===== config.mk =====
export PLATFORM = sky130hd
export DESIGN_NAME = mmr_router
export DESIGN_NICKNAME = d
export VERILOG_FILES = /design/src/mmr_pkg.sv /design/src/mmr_combo_check.sv /design/src/mmr_router.sv
export SDC_FILE = /design/constraint.sdc
export NUM_CORES = 2
export LEC_CHECK = 0
export BUFFER_PORTS_ARGS = -buffer_cell sky130_fd_sc_hd__buf_2
export CORE_MARGIN = 4
export CORE_UTILIZATION = 47
export CTS_BUF_LIST = sky130_fd_sc_hd__clkbuf_16
export CTS_CLUSTER_SIZE = 12
export DETAILED_ROUTE_END_ITERATION = 16
export PLACE_DENSITY_LB_ADDON = 0.1
export SYNTH_ARGS = -nofsm -noshare
export SYNTH_HDL_FRONTEND = slang
export SYNTH_SLANG_ARGS = --single-unit

===== constraint.sdc =====
create_clock -name clk -period 5.7 [get_ports clk]
set_clock_uncertainty 0.2 [all_clocks]
set_input_delay 1.14 -clock clk [delete_from_list [all_inputs] [get_ports clk]]
set_output_delay 1.14 -clock clk [all_outputs]
set_load 0.05 [all_outputs]

===== src/mmr_pkg.sv =====
// Constants for the physical-address router: register indices, field layouts, reset values.
// Assumes a register port of the core that moves whole 64-bit words by index.
//
// What this block does
// Attribute bit3 routes writes, bit4 reads
// Attribute bits 2-0 keep the memory type
// Fixed routing only while config bit 18
// Config bit 19 gates routing-bit access
// Software sets modify, programs, then enables
// Only listed type/routing combinations are legal
// Two I/O ranges, each base/mask pair
// Base bit3 routes writes, bit4 reads
// Base holds address bits 51 to 12
// Mask bit 11 marks pair valid
// Mask bits 51 to 12 define extent
// Hit when masked address equals masked base
// I/O range combinations follow same table
// Overlapping I/O ranges are implementation dependent
// Low limit splits space below 4 Gbyte
// High limit splits space above 4 Gbyte
// Limits use bits 51 to 23 only
// Config bits 20/21 enable limits, else I/O
// Limit regions combinations follow same table
package mmr_pkg;

  localparam int ADDR_W      = 52;
  localparam int FIX_REGS    = 11;
  localparam int FIX_FIELDS  = FIX_REGS * 8;
  localparam int IO_RANGES   = 2;

  // Register indices on the register port
  localparam logic [7:0] IDX_FIX0       = 8'h00;
  localparam logic [7:0] IDX_SYS_CONFIG = 8'h0B;
  localparam logic [7:0] IDX_IOBASE0    = 8'h0C;
  localparam logic [7:0] IDX_IOMASK0    = 8'h0D;
  localparam logic [7:0] IDX_IOBASE1    = 8'h0E;
  localparam logic [7:0] IDX_IOMASK1    = 8'h0F;
  localparam logic [7:0] IDX_LOWLIM     = 8'h10;
  localparam logic [7:0] IDX_HIGHLIM    = 8'h11;

  // Attribute and base-register field positions
  localparam int BIT_WRITE_TO_DRAM = 3;
  localparam int BIT_READ_FROM_DRAM = 4;
  localparam int TYPE_MSB = 2;

  // System configuration bits
  localparam int BIT_FIX_ROUTE_EN = 18;
  localparam int BIT_FIX_MOD_EN   = 19;
  localparam int BIT_LOW_LIM_EN   = 20;
  localparam int BIT_HIGH_LIM_EN  = 21;

  // I/O range and memory-limit fields
  localparam int BIT_RANGE_VALID = 11;
  localparam int RANGE_LSB       = 12;
  localparam int LIMIT_LSB       = 23;

  // Fixed-range address map
  localparam logic [19:0] FIX_16K_START = 20'h8_0000;
  localparam logic [19:0] FIX_4K_START  = 20'hC_0000;
  localparam logic [6:0]  FIX_16K_FIRST = 7'h08;
  localparam logic [6:0]  FIX_4K_FIRST  = 7'h18;
  localparam logic [51:0] FIX_TOP       = 52'h0_0000_0010_0000;
  localparam logic [51:0] FOUR_GIG      = 52'h0_0001_0000_0000;

  // Memory type codes
  localparam logic [2:0] MT_UC = 3'h0;
  localparam logic [2:0] MT_WC = 3'h1;
  localparam logic [2:0] MT_WT = 3'h4;
  localparam logic [2:0] MT_WP = 3'h5;
  localparam logic [2:0] MT_WB = 3'h6;

  // Reset values
  localparam logic [63:0] RST_WORD = 64'h0000_0000_0000_0000;
  localparam logic [7:0]  RST_ATTR = 8'h00;

endpackage


===== src/mmr_combo_check.sv =====
// Legality check of a routing pair against a memory type.
// Assumes purely combinational use by the router top.
`timescale 1ns/100ps
`default_nettype none
module mmr_combo_check (
  // Routing pair and type
  input  wire logic       readFromDram,
  input  wire logic       writeToDram,
  input  wire logic [2:0] memType,
  // Result
  output logic            comboLegal
);

  always_comb begin
    unique case ({readFromDram, writeToDram})
      2'b00: comboLegal = (memType == mmr_pkg::MT_UC) || (memType == mmr_pkg::MT_WC) ||
                          (memType == mmr_pkg::MT_WT) || (memType == mmr_pkg::MT_WP);
      2'b01: comboLegal = (memType == mmr_pkg::MT_UC) || (memType == mmr_pkg::MT_WC);
      2'b10: comboLegal = (memType == mmr_pkg::MT_UC) || (memType == mmr_pkg::MT_WP);
      2'b11: comboLegal = (memType == mmr_pkg::MT_UC) || (memType == mmr_pkg::MT_WC) ||
                          (memType == mmr_pkg::MT_WT) || (memType == mmr_pkg::MT_WB);
    endcase
  end

endmodule
`default_nettype wire


===== src/mmr_router.sv =====
// Physical-address router: register set plus per-access memory/I-O decision.
// Assumes a register port of the core and one lookup request per cycle.
`timescale 1ns/100ps
`default_nettype none
module mmr_router (
  // Clock and reset
  input  wire logic        clk,
  input  wire logic        sys_rst,
  // Register port
  input  wire logic        regWrEn,
  input  wire logic        regRdEn,
  input  wire logic [7:0]  regIdx,
  input  wire logic [63:0] regWrData,
  output logic [63:0]      regRdData,
  output logic             regRdValid,
  output logic             regBadIdx,
  // Lookup request
  input  wire logic        reqValid,
  input  wire logic        reqWrite,
  input  wire logic [51:0] reqAddr,
  input  wire logic [2:0]  reqVarType,
  // Lookup answer
  output logic             rspValid,
  output logic             rspToDram,
  output logic [2:0]       rspMemType,
  output logic             rspComboBad
);

  // Register state
  logic [7:0]  fixAttr_ff [mmr_pkg::FIX_FIELDS];
  logic [3:0]  system_configuration_ff;
  logic [51:12] ioBase_ff [mmr_pkg::IO_RANGES];
  logic [1:0]  ioRoute_ff [mmr_pkg::IO_RANGES];
  logic [51:12] ioMask_ff [mmr_pkg::IO_RANGES];
  logic        ioValid_ff [mmr_pkg::IO_RANGES];
  logic [51:23] lowLim_ff;
  logic [51:23] highLim_ff;

  // Answer registers
  logic [63:0] regRdData_ff;
  logic        regRdValid_ff;
  logic        regBadIdx_ff;
  logic        rspValid_ff;
  logic        rspToDram_ff;
  logic [2:0]  rspMemType_ff;
  logic        rspComboBad_ff;

  // Lookup terms
  logic        fixRouteEn;
  logic        fixModEn;
  logic        lowLimEn;
  logic        highLimEn;
  logic        inFixed;
  logic [6:0]  fixSel;
  logic [7:0]  fixAttr;
  logic        ioHit;
  logic [1:0]  ioRoute;
  logic        nxt_toDram;
  logic        routeRd;
  logic        routeWr;
  logic [2:0]  nxt_memType;
  logic        checkCombo;
  logic        comboLegal;
  logic [63:0] nxt_rdData;
  logic        nxt_badIdx;

  // Field index of a fixed-range address below 1 Mbyte
  function automatic logic [6:0] fixIndex(input logic [19:0] a);
    if (a < mmr_pkg::FIX_16K_START) begin
      fixIndex = {4'h0, a[18:16]};
    end else if (a < mmr_pkg::FIX_4K_START) begin
      fixIndex = mmr_pkg::FIX_16K_FIRST + {3'h0, a[17:14]};
    end else begin
      fixIndex = mmr_pkg::FIX_4K_FIRST + {1'b0, a[17:12]};
    end
  endfunction

  // Masked compare of one I/O range
  function automatic logic rangeMatch(input logic [51:12] addr,
                                      input logic [51:12] base,
                                      input logic [51:12] mask);
    rangeMatch = ((addr & mask) == (base & mask));
  endfunction

  assign fixRouteEn = system_configuration_ff[0];
  assign fixModEn   = system_configuration_ff[1];
  assign lowLimEn   = system_configuration_ff[2];
  assign highLimEn  = system_configuration_ff[3];

  // System configuration enables
  always_ff @(posedge clk) begin
    if (sys_rst) begin
      system_configuration_ff <= 4'h0;
    end else if (regWrEn && regIdx == mmr_pkg::IDX_SYS_CONFIG) begin
      system_configuration_ff <= regWrData[mmr_pkg::BIT_HIGH_LIM_EN:mmr_pkg::BIT_FIX_ROUTE_EN];
    end
  end

  // Fixed-range attributes
  always_ff @(posedge clk) begin
    if (sys_rst) begin
      for (int i = 0; i < mmr_pkg::FIX_FIELDS; i++) begin
        fixAttr_ff[i] <= mmr_pkg::RST_ATTR;
      end
    end else if (regWrEn && regIdx < mmr_pkg::IDX_SYS_CONFIG) begin
      for (int j = 0; j < 8; j++) begin
        fixAttr_ff[regIdx * 8 + j][7:5] <= regWrData[j * 8 + 5 +: 3];
        fixAttr_ff[regIdx * 8 + j][2:0] <= regWrData[j * 8 +: 3];
        if (fixModEn) begin
          fixAttr_ff[regIdx * 8 + j][4:3] <= regWrData[j * 8 + 3 +: 2];
        end
      end
    end
  end

  // I/O range pairs
  always_ff @(posedge clk) begin
    if (sys_rst) begin
      for (int r = 0; r < mmr_pkg::IO_RANGES; r++) begin
        ioBase_ff[r]  <= '0;
        ioRoute_ff[r] <= 2'b00;
        ioMask_ff[r]  <= '0;
        ioValid_ff[r] <= 1'b0;
      end
    end else if (regWrEn) begin
      for (int r = 0; r < mmr_pkg::IO_RANGES; r++) begin
        if (regIdx == mmr_pkg::IDX_IOBASE0 + 8'(2 * r)) begin
          ioBase_ff[r]  <= regWrData[51:12];
          ioRoute_ff[r] <= regWrData[4:3];
        end
        if (regIdx == mmr_pkg::IDX_IOMASK0 + 8'(2 * r)) begin
          ioMask_ff[r]  <= regWrData[51:12];
          ioValid_ff[r] <= regWrData[mmr_pkg::BIT_RANGE_VALID];
        end
      end
    end
  end

  // Memory limits
  always_ff @(posedge clk) begin
    if (sys_rst) begin
      lowLim_ff  <= '0;
      highLim_ff <= '0;
    end else if (regWrEn) begin
      if (regIdx == mmr_pkg::IDX_LOWLIM) begin
        lowLim_ff <= regWrData[51:23];
      end
      if (regIdx == mmr_pkg::IDX_HIGHLIM) begin
        highLim_ff <= regWrData[51:23];
      end
    end
  end

  // Read data select
  always_comb begin
    nxt_rdData = mmr_pkg::RST_WORD;
    nxt_badIdx = 1'b0;
    if (regIdx < mmr_pkg::IDX_SYS_CONFIG) begin
      for (int j = 0; j < 8; j++) begin
        nxt_rdData[j * 8 +: 8] = fixAttr_ff[regIdx * 8 + j];
        if (!fixModEn) begin
          nxt_rdData[j * 8 + 3 +: 2] = 2'b00;
        end
      end
    end else if (regIdx == mmr_pkg::IDX_SYS_CONFIG) begin
      nxt_rdData[mmr_pkg::BIT_HIGH_LIM_EN:mmr_pkg::BIT_FIX_ROUTE_EN] = system_configuration_ff;
    end else if (regIdx == mmr_pkg::IDX_IOBASE0 || regIdx == mmr_pkg::IDX_IOBASE1) begin
      nxt_rdData[51:12] = ioBase_ff[regIdx[1]];
      nxt_rdData[4:3]   = ioRoute_ff[regIdx[1]];
    end else if (regIdx == mmr_pkg::IDX_IOMASK0 || regIdx == mmr_pkg::IDX_IOMASK1) begin
      nxt_rdData[51:12] = ioMask_ff[regIdx[1]];
      nxt_rdData[mmr_pkg::BIT_RANGE_VALID] = ioValid_ff[regIdx[1]];
    end else if (regIdx == mmr_pkg::IDX_LOWLIM) begin
      nxt_rdData[51:23] = lowLim_ff;
    end else if (regIdx == mmr_pkg::IDX_HIGHLIM) begin
      nxt_rdData[51:23] = highLim_ff;
    end else begin
      nxt_badIdx = 1'b1;
    end
  end

  // Read answer, one cycle after the strobe
  always_ff @(posedge clk) begin
    if (sys_rst) begin
      regRdData_ff  <= mmr_pkg::RST_WORD;
      regRdValid_ff <= 1'b0;
      regBadIdx_ff  <= 1'b0;
    end else begin
      regRdValid_ff <= regRdEn;
      regBadIdx_ff  <= (regRdEn || regWrEn) && nxt_badIdx;
      if (regRdEn) begin
        regRdData_ff <= nxt_rdData;
      end
    end
  end

  // Routing decision
  always_comb begin
    inFixed = (reqAddr < mmr_pkg::FIX_TOP);
    fixSel  = fixIndex(reqAddr[19:0]);
    fixAttr = fixAttr_ff[fixSel];
    ioHit   = 1'b0;
    ioRoute = 2'b00;
    for (int r = mmr_pkg::IO_RANGES - 1; r >= 0; r--) begin
      if (ioValid_ff[r] && rangeMatch(reqAddr[51:12], ioBase_ff[r], ioMask_ff[r])) begin
        ioHit   = 1'b1;
        ioRoute = ioRoute_ff[r];
      end
    end
    routeRd     = 1'b0;
    routeWr     = 1'b0;
    nxt_memType = reqVarType;
    checkCombo  = 1'b0;
    if (inFixed) begin
      nxt_memType = fixAttr[mmr_pkg::TYPE_MSB:0];
      checkCombo  = fixRouteEn;
      if (fixRouteEn) begin
        routeRd = fixAttr[mmr_pkg::BIT_READ_FROM_DRAM];
        routeWr = fixAttr[mmr_pkg::BIT_WRITE_TO_DRAM];
      end
    end else if (ioHit) begin
      routeRd    = ioRoute[1];
      routeWr    = ioRoute[0];
      checkCombo = 1'b1;
    end else if (reqAddr < mmr_pkg::FOUR_GIG) begin
      routeRd    = lowLimEn && (reqAddr[51:23] < lowLim_ff);
      routeWr    = routeRd;
      checkCombo = lowLimEn;
    end else begin
      routeRd    = highLimEn && (reqAddr[51:23] < highLim_ff);
      routeWr    = routeRd;
      checkCombo = highLimEn;
    end
    nxt_toDram = reqWrite ? routeWr : routeRd;
  end

  mmr_combo_check u_combo (
    .readFromDram (routeRd),
    .writeToDram  (routeWr),
    .memType      (nxt_memType),
    .comboLegal   (comboLegal)
  );

  // Lookup answer, one cycle after the request
  always_ff @(posedge clk) begin
    if (sys_rst) begin
      rspValid_ff    <= 1'b0;
      rspToDram_ff   <= 1'b0;
      rspMemType_ff  <= mmr_pkg::MT_UC;
      rspComboBad_ff <= 1'b0;
    end else begin
      rspValid_ff <= reqValid;
      if (reqValid) begin
        rspToDram_ff   <= nxt_toDram;
        rspMemType_ff  <= nxt_memType;
        rspComboBad_ff <= checkCombo && !comboLegal;
      end
    end
  end

  assign regRdData   = regRdData_ff;
  assign regRdValid  = regRdValid_ff;
  assign regBadIdx   = regBadIdx_ff;
  assign rspValid    = rspValid_ff;
  assign rspToDram   = rspToDram_ff;
  assign rspMemType  = rspMemType_ff;
  assign rspComboBad = rspComboBad_ff;

endmodule
`default_nettype wire


### Word level (Yosys, flattened, before mapping)

Memory sizes are Yosys's and may differ from the RTL's.
Index checks and enable logic that the tools add are counted.

| cells by class | value |
|---|---|
| eq/ne operators | 16 |
| mux-type cells | 106 |
| $lt $le $gt $ge | 7 |
| bitwise gates (word level) | 12 |
| reductions and logical operators | 29 |
| add/subtract/negate cells | 9 |

Operators with widths:

| kind | count |
|---|---|
| $mux 40 | 5 |
| $and 40x40->40 | 4 |
| $mux 29 | 3 |
| $eq 40x40->1 | 2 |
| $mux 7 | 11 |
| $mux 8 | 8 |
| $reduce_or 8->1 | 8 |
| $lt 29x29->1 | 2 |
| $lt 52x21->1 const B | 1 |
| $lt 52x33->1 const B | 1 |
| $mux 1 | 47 |
| $mux 2 | 23 |
| $mux 41 | 1 |
| $eq 8x4->1 const B | 5 |
| $lt 20x20->1 const B | 2 |
| $mux 30 | 1 |
| $add 7x3->7 const B | 4 |
| $mux 12 | 2 |
| $eq 8x5->1 const B | 2 |
| $add 7x2->7 const B | 2 |
| $eq 3x3->1 const B | 3 |
| $logic_and 1x1->1 | 8 |
| $logic_or 1x1->1 | 8 |
| $lt 8x4->1 const B | 1 |
| other kinds (15) | 25 |

| storage, ports and cells | value |
|---|---|
| output and inout port bits | 72 |
| bits in registers | 134 |
| bits in writable memories | 870 |
| memories | 5 |
| logic and storage cells | 194 |
| input bits | 133 |

Memories:

| name | depth | bits a word | rd ports | clocked after memory_dff | write ports | line | source |
|---|---|---|---|---|---|---|---|
| fixAttr_ff | 88 | 8 | 9 | 0 | 88 | mmr_router.sv:30 | `logic [7:0] fixAttr_ff [mmr_pkg::FIX_FIELDS];` |
| ioBase_ff | 2 | 40 | 3 | 0 | 2 | mmr_router.sv:32 | `logic [51:12] ioBase_ff [mmr_pkg::IO_RANGES];` |
| ioMask_ff | 2 | 40 | 3 | 0 | 2 | mmr_router.sv:34 | `logic [51:12] ioMask_ff [mmr_pkg::IO_RANGES];` |
| ioRoute_ff | 2 | 2 | 3 | 0 | 2 | mmr_router.sv:33 | `logic [1:0] ioRoute_ff [mmr_pkg::IO_RANGES];` |
| ioValid_ff | 2 | 1 | 3 | 0 | 2 | mmr_router.sv:35 | `logic ioValid_ff [mmr_pkg::IO_RANGES];` |

### Depth between registers and ports, before layout

An unclocked memory read counts as a cell.

| depth | value |
|---|---|
| depth in word-level cells | 12 |
| depth in mapped cells | 20 |
| gate-level depth less buffers | 19 |

### By module

A second synthesis with hierarchy kept.

| unflattened totals | value |
|---|---|
| cell total of the unflattened synthesis | 4,268 |
| area, all modules | 59,973.8 µm² |

Modules (own cells, without submodules):

| module | cells each | area each (µm²) | instances |
|---|---|---|---|
| mmr_router | 4,255 | 59,876.2 | 1 |
| mmr_combo_check | 13 | 97.6 | 1 |

### Worst setup path after synthesis

OpenSTA, ideal clock, no wires.

| path | value |
|---|---|
| path kind | in2reg |
| start point | in regIdx[1] |
| end point | mem ioMask_ff[1][0] (netlist bit), enable pin |
| buffers on the path | 5 |
| stages | 6 |
| arrival time | 3.928 ns |
| slack | 1.171 ns |
| cell sequence | clkbuf_1 clkbuf_1 buf_2 clkbuf_1 clkbuf_1 a41o_1 |

RTL lines:

| item | line | source |
|---|---|---|
| from (decl) | mmr_router.sv:12 | `input wire logic [7:0] regIdx,` |
| to (decl) | mmr_router.sv:34 |  |

### Final worst setup path

| path | value |
|---|---|
| start point | in reqAddr[15] |
| end point | reg rspComboBad_ff (netlist: rspComboBad) |

| between the ends | value |
|---|---|
| word-level cells in the longest chain between the ends | 12 |
| elaborated cells on any way between the ends | 47 |
| classes of those cells | 2 x add/sub; 4 x order compare; 9 x eq/ne; 18 x mux; 2 x bitwise; 11 x reduce/logical; 1 x memory |

RTL lines:

| item | line | source |
|---|---|---|
| from (decl) | mmr_router.sv:20 | `input wire logic [51:0] reqAddr,` |
| $lt 20x20->1, or another cell as far along | mmr_router.sv:71 | `end else if (a < mmr_pkg::FIX_4K_START) begin` |
| $mux 7 | mmr_router.sv:71 |  |
| $mux 7 | mmr_router.sv:69 | `if (a < mmr_pkg::FIX_16K_START) begin` |
| $mem_v2 88x8 | n/a |  |
| $mux 3 | mmr_router.sv:214 | `if (inFixed) begin` |
| $eq 3x1->1 or $logic_not 3->1 (tied branches) | n/a |  |
| $logic_or 1x1->1 | mmr_combo_check.sv:16, mmr_combo_check.sv:18, mmr_combo_check.sv:20 |  |
| $logic_or 1x1->1 | mmr_combo_check.sv:16, mmr_combo_check.sv:20 |  |
| $logic_or 1x1->1 (on tied branches) | mmr_combo_check.sv:21, mmr_combo_check.sv:17 |  |
| $pmux 1 s4 | mmr_combo_check.sv:15 | `unique case ({readFromDram, writeToDram})` |
| $logic_not 1->1 | mmr_router.sv:256 | `rspComboBad_ff <= checkCombo && !comboLegal;` |
| $logic_and 1x1->1 (*) | mmr_router.sv:256 |  |
| to (signal assigned) | mmr_router.sv:256 |  |
| to (decl) | mmr_router.sv:46 | `logic rspComboBad_ff;` |

Every way passes the cells marked *; elsewhere a longest branch is shown, timed or not.
A chain may end at the register's enable or synchronous reset.

==> metrics.txt <==
clk_lat worst skew just under 800 ps; FFs w/ async S/R, synth 0%; grt total ovfl 0; total CTS buffers 140; Gate Count Post-Synth roughly 4,600; post-detail-place hpwl 134.3 mm; Clock Tree Buf Depth 3; Sink Count 1,227; Post-Route M1 WL around 83 mm; RSZ-0062 raised after global routing false; cell mode on critical path buf_4; Final GP Congestion approximately 0.90; CTS tree built; Tmin final 4673 ps; final hold vios 0; initial antenna violation count 20; Crit path max-delay family compound AO/OA/AOI/OAI gates; Cell variety after synth 84; share of cells above drive strength 1 17.64%; Worst EP arrival 5130 ps; I/O pins a little over 200; number of H-tree levels 4; EDFF count, synth 1,093; Mapped Area just over 0.06 mm^2; first-pass GRT wire length between 200 and 300 mm; endpoints failing setup 0; Slew Limit Headroom 17.71%; max incr delay on CP around 560 ps; min-delay worst type reg2reg; Top Layer Used met5; DRC 0; die height between 300 and 400 um; via/cell ratio between 6 and 7; max-slew violation count 0; Synth Flop Type edfxtp_1; Setup Slack @ Placement between 200 and 250 ps; Tcrit/Tclk final 81.99%; routed len/inst about 30 um; footprint of the multi-input gates around 0.024 mm^2; Syn Area/Cell around 13 um^2; Leak roughly 26 nW; Crit Path Class in2reg; final-stage net count around 5,200; drt first pass iters 6; max_cap viols 0; Antenna Nets Post-Route 0; Buf/Inv on CP 5; DR WL met3 18.95 mm; vias in the first global route about 40,000; Post-CTS Resized 0; Starting Density approximately 47%; Area Overhead vs Synth 13.94%; crit path cell chain buf_2 > buf_4 > mux2i_4 > a21oi_4 > buf_12 > buf_4 > mux4_2 > a22oi_1 > a21oi_1 > o311ai_0 > a31oi_1 > ha_1 > inv_1 > nor2_1 > a31o_2 > nand2_1 > a32o_1; cts hold-fix bufs 0; Core ar. 0.1275 mm^2; setup_tns 0 ps; initial DRC count slightly below 6,000; GR Util All Layers 29.94%; clock-pin slew on the worst setup and hold paths ~60 ps; fmax 0.2140 GHz; crit path capture type flip-flop; IO buf count 192; clock root buffer clkbuf_16; Setup WS post-layout a little over 1000 ps; sequential area share after synthesis 58.87%; largest net degree at the start of global routing 120; Routed WL approximately 200 mm; PD cells approximately 310 mW/mm^2; synth warn 0; Peak VDD IR 0.2733 mV; Met2 Wirelength approximately 94 mm; Max Fanout on Critical Path 17; Register Area 0.03551 mm^2; status completed; Fillers between 10,000 and 15,000; Worst-Margin Slew around 1200 ps; flops & latches, synth approximately 1,200; Vias 41,652; # rows between 100 and 150; DIE AREA roughly 0.13 mm^2; crit start category input port; cell at the slowest stage of the critical path mux4_2; DIE WIDTH around 370 um; Post-CTS Setup Inserts 0; worst path required time around 6000 ps
cell usage after synthesis, types with 18 or more instances:
master        n  area [um^2]
nand4_1      37        231.5
a221o_1      27        270.3
clkbuf_1    303         1137
mux4_2      275         6193
a22oi_1     116        870.8
a21oi_1     196        980.9
o22ai_1      19        118.9
edfxtp_1   1093        32820
nor2b_1      67        419.2
buf_4        18        135.1
nor4_1       20        125.1
and3_1      186         1164
o21ai_0     107        535.5
a211o_1      19        166.4
mux2i_1     135         1351
nor3_1       22        110.1
buf_1        33        123.9
dfxtp_1     134         2683
nand2b_1     32        200.2
ha_1         60        750.7
nor2_1       94        352.8
and2_1      617         3860
nand3_1     188        940.9
o2111ai_1    19        166.4
xor2_1       81        709.4
buf_2        42        210.2
nand2_1     430         1614
inv_1        70        262.8
a21o_1       27        202.7
where the power goes:
| part | internal (mW) | total (mW) | switching (mW) | leakage [nW] |
|---|---|---|---|---|
| Sequential | 10.2 | 10.4 | 0.203 | 11.7 |
| Clock | 5.14 | 8.85 | 3.71 | 2.30 |
| Combinational | 0.766 | 2.17 | 1.40 | 11.6 |
| Total | 16.1 | 21.4 | 5.31 | 25.6 |
layer usage:
metal,track usage (%),vias to the layer above
met5,0,-
met4,11.15,6
met3,5.567,375
met2,46.80,2189
met1,41.95,21241
li1,-,17841
worst register-to-register path, stage by stage (launching register included):
cell       delay [ps]
dfxtp_1           350
inv_1              80
ha_1              290
a21o_1            180
a21o_1            160
a21oi_1           260
nand2_1            90
a31o_2            230
a2111oi_0         360
a22oi_1           260
o21ai_0           340
a21oi_1            70
a31oi_1           270
ha_1              320
inv_1             100
a31o_2            150
nand2_1            50
a32o_1            220
stage by stage:
| stage | std cells | area, um^2 | utilization [%] | power [mW] | hold WS, ps |
|---|---|---|---|---|---|
| 6_report | 6748 | 68710 | 53.88 | 21.44 | 268.0 |
| 5_1_grt | 6737 | 68680 | 53.86 | 22.10 | 289.9 |
| 4_1_cts | 6736 | 68680 | 53.86 | 21.52 | 268.7 |
| 3_5_place_dp | 6480 | 64230 | 50.37 | 12.75 | 257.6 |
| 3_3_place_gp | 6480 | 64230 | 50.37 | 12.73 | 255.0 |
| 2_1_floorplan | 4868 | 61140 | - | 11.82 | 248.9 |
registers in the layout (all words and copies together), names as in the netlist:
signal                   cells
system_configuration_ff      4
rspMemType                   3
rspComboBad                  1
ioRoute_ff                   4
ioBase_ff                   80
lowLim_ff                   29
ioMask_ff                   80
rspToDram                    1
regRdValid                   1
rspValid                     1
highLim_ff                  29
fixAttr_ff                 927
ioValid_ff                   2
regBadIdx                    1
regRdData                   64
cells in the final DEF (no fill, tap or decap), types with 14 or more instances in the layout:
cell type and n:
o2111ai_1 19, a22oi_1 116, dfxtp_1 133, o22ai_1 19, nand2_1 430, and2_1 617, buf_12 25, nand2b_1 31
ha_1 60, a211oi_1 14, nor2_1 82, a21oi_1 193, inv_1 100, clkinv_1 40, edfxtp_1 1093, buf_4 142
mux2i_1 135, clkinv_2 19, clkbuf_16 147, buf_2 186, nand3_1 188, nor2b_1 65, and3_1 186, nor4_1 18
nand4_1 37, nor3_1 16, a21o_1 27, a211o_1 19, o21ai_0 107, a221o_1 27, xor2_1 81, mux4_2 275
conb_1 223
path summary, 6_finish.rpt:
check	startpoint	to	slack (ps)	depth (start not counted)
worst max-delay path	reqAddr[15]	rspComboBad	1030	17
worst min-delay path	regRdData[8]	regRdData[8]	270	2
worst min register to register	regRdData[8]	regRdData[8]	270	2
worst max register to register	lowLim_ff[33]	rspComboBad	1600	17
final cells by class:
class	instances	area share (%)
diodes	12	0.04370
clock buffers	147	5.354
clock inverters	109	1.129
inverters	70	0.3824
multi-input cells	3164	34.68
flip-flops and latches	1227	51.68
well taps	1662	3.026
repair buffers	357	3.711
cell families (layout without fill, tap and decap cells):
kind of cell               Yosys count  in the layout  share of synthesized area, %
AOI/OAI and AO/OA                  638            638                         7.007
xor gates and xnor gates            83             83                         1.205
adders and majority gates           60             60                         1.245
buffers and inverters              477            683                         3.334
DFF                               1227           1227                         58.87
muxes                              425            425                         12.84
other                                1            235                      0.006218
and+or+nand+nor                   1735           1735                         15.48
(Power assumes the default switching activity.)
